`src/rtl/mcs_regs.vh`:
```
// register offsets, field positions and constants of the monitoring circuit supervisor
`ifndef MCS_REGS_VH
`define MCS_REGS_VH
// byte offsets on the register bus
`define MCS_OFF_GLOBAL   6'h00
`define MCS_OFF_STATUS   6'h04
`define MCS_OFF_CH0      6'h10
`define MCS_OFF_CH1      6'h14
`define MCS_OFF_CH2      6'h18
`define MCS_OFF_CH3      6'h1c
// global register fields
`define MCS_GL_SPD_LSB   0
`define MCS_GL_SPD_MSB   12
`define MCS_GL_IOPROF    16
`define MCS_SPD_RST      13'h0000
`define MCS_SPD_MAX      13'h1766
// status register fields
`define MCS_ST_WARN_LSB  0
`define MCS_ST_ERR_LSB   4
`define MCS_ST_EVT_LSB   8
// channel register fields
`define MCS_CH_KIND_LSB  0
`define MCS_CH_KIND_MSB  2
`define MCS_CH_IDX_LSB   4
`define MCS_CH_IDX_MSB   7
`define MCS_CH_LOW       8
`define MCS_CH_QUAL_LSB  9
`define MCS_CH_QUAL_MSB  10
`define MCS_CH_RESP_LSB  12
`define MCS_CH_RESP_MSB  14
`define MCS_CH_DLY_LSB   16
`define MCS_CH_DLY_MSB   24
`define MCS_CH_MASK      32'h01ff77f7
`define MCS_CH_QD_MASK   32'h01ff0600
`define MCS_CH_RST       32'h00001000
`define MCS_DLY_MAX      9'h12c
// source kinds
`define MCS_KIND_NONE    3'h0
`define MCS_KIND_DI      3'h1
`define MCS_KIND_CW0     3'h2
`define MCS_KIND_CW4     3'h6
// qualifier codes
`define MCS_Q_ALWAYS     2'h0
`define MCS_Q_RDY_RUN    2'h1
`define MCS_Q_RUN        2'h2
// response codes
`define MCS_R_IGNORE     3'h0
`define MCS_R_FREEWHEEL  3'h1
`define MCS_R_PER_STT    3'h2
`define MCS_R_FALLBACK   3'h3
`define MCS_R_MAINTAIN   3'h4
`define MCS_R_RAMP       3'h5
`define MCS_R_FAST       3'h6
`define MCS_R_DC         3'h7
// time base
`define MCS_CLK_HZ       40000000
`define MCS_TICK_S       1
`endif

```
`src/rtl/mcs_top.v`:
```
// monitoring circuit supervisor: four channels behind an avalon-mm slave
`default_nettype none
`include "mcs_regs.vh"
module mcs_top #(
    parameter integer TICK_CYCLES = `MCS_CLK_HZ * `MCS_TICK_S, // cycles per second tick
    parameter integer TICK_W      = 26                         // width of tick prescaler
) (
    input  wire        mclk,
    input  wire        rstn,
    input  wire [5:0]  avs_address,
    input  wire        avs_read,
    input  wire        avs_write,
    input  wire [31:0] avs_writedata,
    input  wire [3:0]  avs_byteenable,
    output reg  [31:0] avs_readdata,
    output wire        avs_waitrequest,
    input  wire [15:0] digital_in,
    input  wire [15:0] cw_terminal,
    input  wire [15:0] cw_modbus,
    input  wire [15:0] cw_fieldbus,
    input  wire [15:0] cw_com_module,
    input  wire [15:0] cw_ethernet,
    input  wire        high_power_variant,
    input  wire        ext_io_fitted,
    input  wire        ethernet_fitted,
    input  wire        drive_ready,
    input  wire        drive_running,
    input  wire        run_command,
    output reg  [3:0]  supervision_warning_flag,
    output reg  [3:0]  supervision_error_flag,
    output reg         stop_request,
    output reg  [2:0]  stop_mode,
    output reg         fallback_active,
    output reg         speed_hold,
    output reg  [12:0] fallback_speed_out
);

    // bus handshake: one wait cycle, then the answer
    reg          ack_q;                   // second cycle of an access
    reg  [31:0]  cfg_q [0:3];             // per channel configuration words
    reg  [12:0]  fallback_speed_setting_q; // fallback speed, 0.1 hz units
    reg          control_mode_select_q;   // high selects the io profile
    reg  [8:0]   cnt_q [0:3];             // per channel delay counters, seconds
    reg  [TICK_W-1:0] tick_cnt_q;         // prescaler for the one second tick
    reg          tick_q;                  // one cycle pulse each second
    reg  [3:0]   evt_act;                 // qualified event per channel
    reg  [3:0]   expired;                 // delay elapsed while active
    reg  [3:0]   fb_sel;                  // channel selects fallback response
    integer      i;                       // channel index of the event logic only
    integer      ic;                      // channel index of the delay counters
    integer      iw;                      // channel index of the configuration reset
    reg  [3:0]   warn_d;                  // next warning flags
    reg  [3:0]   err_d;                   // next error flags
    reg          stop_d;                  // next stop request
    reg  [2:0]   mode_d;                  // next stop type
    reg          fb_d;                    // next fallback command
    reg          hold_d;                  // next speed hold command

    wire acc    = avs_read | avs_write;
    wire wr_en  = avs_write & ack_q;
    wire [31:0] be_mask = {{8{avs_byteenable[3]}}, {8{avs_byteenable[2]}},
                           {8{avs_byteenable[1]}}, {8{avs_byteenable[0]}}};
    wire any_fb = |fb_sel;

    assign avs_waitrequest = acc & ~ack_q;

    // whether a source selection is offered on this build and profile
    function sel_valid;
        input [2:0] kind;
        input [3:0] idx;
        input       low;
        input       io_prof;
        input       hp;
        input       ext;
        input       eth;
        begin
            if (kind == `MCS_KIND_DI) begin
                if (idx == 4'h7)
                    sel_valid = hp;
                else if (idx == 4'h8 || idx == 4'h9)
                    sel_valid = 1'b0;
                else if (idx >= 4'ha)
                    sel_valid = ext;
                else
                    sel_valid = 1'b1;
            end else if (kind >= `MCS_KIND_CW0 && kind <= `MCS_KIND_CW4) begin
                // low level is a property of physical inputs only
                if (low)
                    sel_valid = 1'b0;
                else if (kind == `MCS_KIND_CW4 && !eth)
                    sel_valid = 1'b0;
                else if (kind != `MCS_KIND_CW0 && idx == 4'h0)
                    sel_valid = 1'b0;
                else if (idx <= 4'ha)
                    sel_valid = io_prof;
                else
                    sel_valid = 1'b1;
            end else begin
                sel_valid = 1'b0;
            end
        end
    endfunction

    // merge a channel write; qualifier and delay only stick on an assigned source
    function [31:0] cfg_merge;
        input [31:0] old;
        input [31:0] wd;
        input [31:0] bm;
        reg   [31:0] nv;
        begin
            nv = ((old & ~bm) | (wd & bm)) & `MCS_CH_MASK;
            if (nv[`MCS_CH_KIND_MSB:`MCS_CH_KIND_LSB] == `MCS_KIND_NONE)
                nv = (nv & ~`MCS_CH_QD_MASK);
            if (nv[`MCS_CH_DLY_MSB:`MCS_CH_DLY_LSB] > `MCS_DLY_MAX)
                nv[`MCS_CH_DLY_MSB:`MCS_CH_DLY_LSB] = `MCS_DLY_MAX;
            if (nv[`MCS_CH_QUAL_MSB:`MCS_CH_QUAL_LSB] == 2'h3)
                nv[`MCS_CH_QUAL_MSB:`MCS_CH_QUAL_LSB] = `MCS_Q_ALWAYS;
            cfg_merge = nv;
        end
    endfunction

    // event detection and qualification for all channels
    always @* begin : evt_blk
        reg [2:0]  kind;
        reg [3:0]  idx;
        reg        raw;
        reg        qok;
        reg [15:0] word;
        kind = 3'h0;
        idx  = 4'h0;
        raw  = 1'b0;
        qok  = 1'b0;
        word = 16'h0000;
        for (i = 0; i < 4; i = i + 1) begin
            kind = cfg_q[i][`MCS_CH_KIND_MSB:`MCS_CH_KIND_LSB];
            idx  = cfg_q[i][`MCS_CH_IDX_MSB:`MCS_CH_IDX_LSB];
            // pick the word the selection points into
            if (kind == `MCS_KIND_DI)
                word = digital_in;
            else if (kind == 3'h2)
                word = cw_terminal;
            else if (kind == 3'h3)
                word = cw_modbus;
            else if (kind == 3'h4)
                word = cw_fieldbus;
            else if (kind == 3'h5)
                word = cw_com_module;
            else
                word = cw_ethernet;
            if (cfg_q[i][`MCS_CH_LOW])
                raw = ~word[idx];
            else
                raw = word[idx];
            // unoffered selections behave as not assigned
            if (!sel_valid(kind, idx, cfg_q[i][`MCS_CH_LOW], control_mode_select_q,
                           high_power_variant, ext_io_fitted, ethernet_fitted))
                raw = 1'b0;
            case (cfg_q[i][`MCS_CH_QUAL_MSB:`MCS_CH_QUAL_LSB])
                `MCS_Q_RDY_RUN: qok = drive_ready | drive_running;
                `MCS_Q_RUN:     qok = drive_running;
                default:        qok = 1'b1;
            endcase
            evt_act[i] = raw & qok;
            expired[i] = evt_act[i] & (cnt_q[i] >= cfg_q[i][`MCS_CH_DLY_MSB:`MCS_CH_DLY_LSB]);
            fb_sel[i]  = (cfg_q[i][`MCS_CH_RESP_MSB:`MCS_CH_RESP_LSB] == `MCS_R_FALLBACK);
        end
    end

    // one second time base; the delay resolution is one tick
    always @(posedge mclk or negedge rstn) begin
        if (!rstn) begin
            tick_cnt_q <= {TICK_W{1'b0}};
            tick_q     <= 1'b0;
        end else if (tick_cnt_q == TICK_CYCLES[TICK_W-1:0] - 1'b1) begin
            tick_cnt_q <= {TICK_W{1'b0}};
            tick_q     <= 1'b1;
        end else begin
            tick_cnt_q <= tick_cnt_q + 1'b1;
            tick_q     <= 1'b0;
        end
    end

    // delay counters: first second may be short since the tick runs free
    always @(posedge mclk or negedge rstn) begin
        if (!rstn) begin
            for (ic = 0; ic < 4; ic = ic + 1)
                cnt_q[ic] <= 9'h000;
        end else begin
            for (ic = 0; ic < 4; ic = ic + 1) begin
                if (!evt_act[ic])
                    cnt_q[ic] <= 9'h000;
                else if (tick_q && !expired[ic])
                    cnt_q[ic] <= cnt_q[ic] + 1'b1;
            end
        end
    end

    // register writes and the bus handshake
    always @(posedge mclk or negedge rstn) begin
        if (!rstn) begin
            ack_q                    <= 1'b0;
            fallback_speed_setting_q <= `MCS_SPD_RST;
            control_mode_select_q    <= 1'b0;
            for (iw = 0; iw < 4; iw = iw + 1)
                cfg_q[iw] <= `MCS_CH_RST;
        end else begin
            ack_q <= acc & ~ack_q;
            if (wr_en) begin
                if (avs_address == `MCS_OFF_GLOBAL) begin
                    // speed is writable only while a channel selects fallback
                    if (any_fb && avs_byteenable[0] && avs_byteenable[1]) begin
                        if (avs_writedata[`MCS_GL_SPD_MSB:`MCS_GL_SPD_LSB] > `MCS_SPD_MAX)
                            fallback_speed_setting_q <= `MCS_SPD_MAX;
                        else
                            fallback_speed_setting_q <=
                                avs_writedata[`MCS_GL_SPD_MSB:`MCS_GL_SPD_LSB];
                    end
                    if (avs_byteenable[2])
                        control_mode_select_q <= avs_writedata[`MCS_GL_IOPROF];
                end else if (avs_address == `MCS_OFF_CH0) begin
                    cfg_q[0] <= cfg_merge(cfg_q[0], avs_writedata, be_mask);
                end else if (avs_address == `MCS_OFF_CH1) begin
                    cfg_q[1] <= cfg_merge(cfg_q[1], avs_writedata, be_mask);
                end else if (avs_address == `MCS_OFF_CH2) begin
                    cfg_q[2] <= cfg_merge(cfg_q[2], avs_writedata, be_mask);
                end else if (avs_address == `MCS_OFF_CH3) begin
                    cfg_q[3] <= cfg_merge(cfg_q[3], avs_writedata, be_mask);
                end
            end
        end
    end

    // read data is captured in the wait cycle so it stands at the answering edge
    always @(posedge mclk or negedge rstn) begin
        if (!rstn) begin
            avs_readdata <= 32'h00000000;
        end else if (avs_read && !ack_q) begin
            if (avs_address == `MCS_OFF_GLOBAL)
                avs_readdata <= {15'h0000, control_mode_select_q, 3'h0,
                                 any_fb ? fallback_speed_setting_q : 13'h0000};
            else if (avs_address == `MCS_OFF_STATUS)
                avs_readdata <= {20'h00000, evt_act, supervision_error_flag,
                                 supervision_warning_flag};
            else if (avs_address == `MCS_OFF_CH0)
                avs_readdata <= cfg_q[0];
            else if (avs_address == `MCS_OFF_CH1)
                avs_readdata <= cfg_q[1];
            else if (avs_address == `MCS_OFF_CH2)
                avs_readdata <= cfg_q[2];
            else if (avs_address == `MCS_OFF_CH3)
                avs_readdata <= cfg_q[3];
            else
                avs_readdata <= 32'h00000000; // unmapped reads as zero
        end
    end

    // response decode: warnings follow the event, errors latch until cleared
    always @* begin : resp_comb
        reg [2:0] rsp;
        integer   ir;
        rsp    = 3'h0;
        ir     = 0;
        warn_d = 4'h0;
        err_d  = supervision_error_flag;
        stop_d = 1'b0;
        mode_d = 3'h0;
        fb_d   = 1'b0;
        hold_d = 1'b0;
        for (ir = 3; ir >= 0; ir = ir - 1) begin
            rsp = cfg_q[ir][`MCS_CH_RESP_MSB:`MCS_CH_RESP_LSB];
            warn_d[ir] = expired[ir] &&
                (rsp == `MCS_R_IGNORE || rsp == `MCS_R_FALLBACK ||
                 rsp == `MCS_R_MAINTAIN);
            // a fresh error wins over a software clear in the same cycle
            if (expired[ir] && (rsp == `MCS_R_FREEWHEEL || rsp >= `MCS_R_RAMP))
                err_d[ir] = 1'b1;
            else if (wr_en && avs_address == `MCS_OFF_STATUS && avs_byteenable[0] &&
                     avs_writedata[`MCS_ST_ERR_LSB + ir])
                err_d[ir] = 1'b0;
            // lowest numbered stopping channel sets the stop type
            if (supervision_error_flag[ir] ||
                (expired[ir] && rsp == `MCS_R_PER_STT)) begin
                stop_d = 1'b1;
                mode_d = rsp;
            end
            if (expired[ir] && run_command && rsp == `MCS_R_FALLBACK)
                fb_d = 1'b1;
            if (expired[ir] && run_command && rsp == `MCS_R_MAINTAIN)
                hold_d = 1'b1;
        end
    end

    // response registers; a stop outranks fallback, fallback outranks hold
    always @(posedge mclk or negedge rstn) begin
        if (!rstn) begin
            supervision_warning_flag <= 4'h0;
            supervision_error_flag   <= 4'h0;
            stop_request             <= 1'b0;
            stop_mode                <= 3'h0;
            fallback_active          <= 1'b0;
            speed_hold               <= 1'b0;
            fallback_speed_out       <= 13'h0000;
        end else begin
            supervision_warning_flag <= warn_d;
            supervision_error_flag   <= err_d;
            stop_request       <= stop_d;
            stop_mode          <= mode_d;
            fallback_active    <= fb_d & ~stop_d;
            speed_hold         <= hold_d & ~fb_d & ~stop_d;
            fallback_speed_out <= fallback_speed_setting_q;
        end
    end

endmodule // mcs_top
`default_nettype wire

```
`config.mk`:
```
export PLATFORM = sky130hd
export DESIGN_NAME = mcs_top
export DESIGN_NICKNAME = d
export VERILOG_FILES = /design/src/rtl/mcs_top.v
export VERILOG_INCLUDE_DIRS = /design/src /design/src/rtl
export SDC_FILE = /design/constraint.sdc
export NUM_CORES = 1
export LEC_CHECK = 0
export BUFFER_PORTS_ARGS = -buffer_cell sky130_fd_sc_hd__buf_4
export CAP_MARGIN = 20
export CORE_UTILIZATION = 25
export DETAILED_ROUTE_END_ITERATION = 12
export PLACE_DENSITY = 0.45
export SLEW_MARGIN = 0
export SYNTH_ARGS = -nofsm -noshare
export SYNTH_HDL_FRONTEND = slang
export SYNTH_SLANG_ARGS = --single-unit
```
`constraint.sdc`:
```
create_clock -name mclk -period 6.1 [get_ports mclk]
set_input_delay 0.915 -clock mclk [delete_from_list [all_inputs] [get_ports mclk]]
set_output_delay 0.915 -clock mclk [all_outputs]
set_load 0.02 [all_outputs]
```
==> results.txt <==
Max-cap violations: 0
Setup Fix Bufs, Post-CTS: 0
FF+latch area: 5440 µm²
RR Endpoint: avs_readdata[8]
Antenna Cells: 0
Rel. slew slack: 28.9%
Root Buffer: clkbuf_16
EDFF count, synth: 0
Tot GR Track Use: 22.4%
Reg-to-Reg Start: cfg_q[97]
Seq/Total Area, Yosys: 33.0%
Worst slew pin tran: 1.07 ns
WL met2: 35400 µm
Hold path depth: 0
Worst-Skew Late Latency: 0.55 ns
Fin crit share: 72.8%
DIE WIDTH: 259 µm
Place WS: 1.76 ns
Maximum VDD drop: 177 µV
Leak: 7.96 nW
Fillers: 6918
Hold-fix buffers, CTS: 0
Remaining DRCs: 0
CTS tree: built
Post-DP HPWL: 58800 µm
Post-Synthesis Cell Area: 16500 µm²
Area of the multi-input gates: 10100 µm²
Final wirelength: 76900 µm
Post-synth ARST share: 100%
Largest net degree at the start of global routing: 115
Final count of pins violating max slew: 0
Comb power frac: 19.6%
RSZ-0062 raised after global routing: no
Max Fanout on Critical Path: 13
Met1 wire length: 31300 µm
Min Tclk post-route: 4.44 ns
Via/cell ratio: 5.61
Pwr dens: 206 nW/µm²
Synth top area share: 32.4%
Iter 0 DRT Violations: 1639
# H-tree levels: 1
Top_reg_cell synth: dfrtp_1
CP required: 6.53 ns
Worst min path class: flip-flop to flip-flop
Clk sinks: 217
CTS clock-pin slew for the worst setup and hold paths: 0.06 ns
Fin Clk Skew: 0.0143 ns
Ports: 208
Router iterations before antenna repair: 7
Max Used Layer: met5
Top cells by area, synth: dfrtp_1, o21ai_0, nand2_1
Routed Antenna Nets: 0
First-pass GRT wire length: 112000 µm
Mean Syn Cell Area: 8.41 µm²
Die height: 259 µm
Worst setup margin: 1.66 ns
Final Power: 4.03 mW
Layout Area Growth over Synthesis: 18.6%
Switching Fraction: 30.5%
Port Buffers: 191
Initial antenna violation count: 6
Yosys synthesis warning count: 0
Via count: 16600
RePlAce Congestion: 0.978
Layout cell share with drive strength beyond 1: 17.8%
Dpl cell area: 18600 µm²
Synth cell types: 102
Final design utilization: 30.1%
Reg2reg setup slack: 1.66 ns
Internal cell power: 2.80 mW
Total CTS buffers: 26
Setup CP Type: flip-flop to flip-flop
Final setup fails: 0
Initial Utilization: 25.4%
Clock Power Share: 41.9%
CORE AREA: 64800 µm²
Sequential power share: 38.5%
DR WL met3: 6670 µm
Status: finished, final reports clean
Switching power: 1.23 mW
Per-cell routed wire length: 26.0 µm
Hold path start: fallback_speed_setting_q[11]
Fin area: 19500 µm²
Critical Path Start Type: flip-flop
Cell taking the most area after synthesis: dfrtp_1
Setup TNS: 0 ns
Cells after Synth: 1959
Max Fclk: 225 MHz
Post-CTS resize count: 0
Worst Hold Path EP: fallback_speed_out[11]
Gr ovfl total: 0
Die area: 66900 µm²
Row count: 93
Clock Tree Buf Depth: 3
Crit path DAT: 4.87 ns
Final hold violations: 0
Worst setup EP type: flip-flop
#FFs+latches synth: 217
R2R depth: 9
Vias in the first global route: 16200
Layout Nets: 2284
==> synthesized netlist by cell type (23+ instances only) <==
cell type	count
dfrtp_1	213
nand3_1	43
nand4_1	24
nand2b_1	43
xor2_1	26
buf_2	40
nor3_1	43
nor2_1	183
nand2_1	187
a22oi_1	25
a21oi_1	115
o22ai_1	27
o21ai_0	166
inv_1	76
a211oi_1	50
clkbuf_1	56
ha_1	49
nor2b_1	41
xnor2_1	31
mux2i_1	60
o22a_1	23
mux2_2	59
==> metrics by stage <==
step / instances / hold slack, ns
after floorplan: 1966 / 0.373
after CTS: 2962 / 0.411
final: 2962 / 0.410
after global routing: 2962 / 0.421
after global placement: 2914 / 0.391
after detailed placement: 2914 / 0.400
==> cells in the final DEF (no fill, tap or decap), types with 50 or more instances in the layout <==
| cell | n |
|---|---|
| buf_4 | 222 |
| a211oi_1 | 50 |
| nor2_1 | 183 |
| o21ai_0 | 166 |
| nand2_1 | 187 |
| a21oi_1 | 115 |
| mux2i_1 | 60 |
| dfrtp_1 | 210 |
| mux2_2 | 59 |
| inv_1 | 76 |
==> final cells by class <==
| cell class | instances | share of cell area, % |
|---|---|---|
| flip-flops and latches | 217 | 27.8 |
| repair buffers | 224 | 8.71 |
| inverters | 80 | 1.54 |
| clock buffers | 36 | 3.94 |
| well taps | 855 | 5.48 |
| clock inverters | 12 | 0.852 |
| multi-input cells | 1538 | 51.7 |
==> power by group through the flow <==
stage | logic [mW] | clock network (mW) | registers, mW
floorplan | 0.443 | 0 | 1.52
global placement | 0.770 | 0 | 1.58
detailed placement | 0.770 | 0 | 1.58
CTS | 0.774 | 1.73 | 1.55
global route | 0.836 | 1.79 | 1.56
finish | 0.789 | 1.69 | 1.55
==> worst max-delay path: stages, from the launching register on <==
cell and delay (ns):
dfrtp_1 0.84, nand2b_1 0.59, a211oi_1 0.10, o32ai_1 0.56
o211ai_1 0.17, a21boi_1 0.44, a311oi_2 0.21, a41oi_2 0.67
o21ai_0 0.39, mux2_2 0.35
==> layer usage <==
layer  GRT usage, %  vias up
li1               -     7447
met1           28.9     8167
met4           9.19        6
met2           36.9      837
met5              0        -
met3           3.89      155
==> worst max-delay path by stage <==
stage | start | to | slack (ns) | cells past startpoint
4_1_cts | cfg_q[97] | avs_readdata[8] | 1.75 | 9
6_report | cfg_q[97] | avs_readdata[8] | 1.66 | 9
3_5_place_dp | cfg_q[97] | avs_readdata[8] | 1.76 | 9
3_3_place_gp | cfg_q[97] | avs_readdata[8] | 1.81 | 9
2_1_floorplan | cw_com_module[3] | speed_hold | 3.05 | 10
5_1_grt | cfg_q[97] | avs_readdata[8] | 1.46 | 9
==> logic make-up after synthesis <==
logic type	after synthesis	share of synthesized area [%]
adders and majority gates	49	3.72
DFF	217	33.0
AOI/OAI and AO/OA	621	25.2
buffers and inverters	211	5.96
and+or+nand+nor	672	20.1
xor gates and xnor gates	57	3.03
other	1	0.0228
muxes	131	9.00
Note: power is estimated with default switching activity, not from simulation.
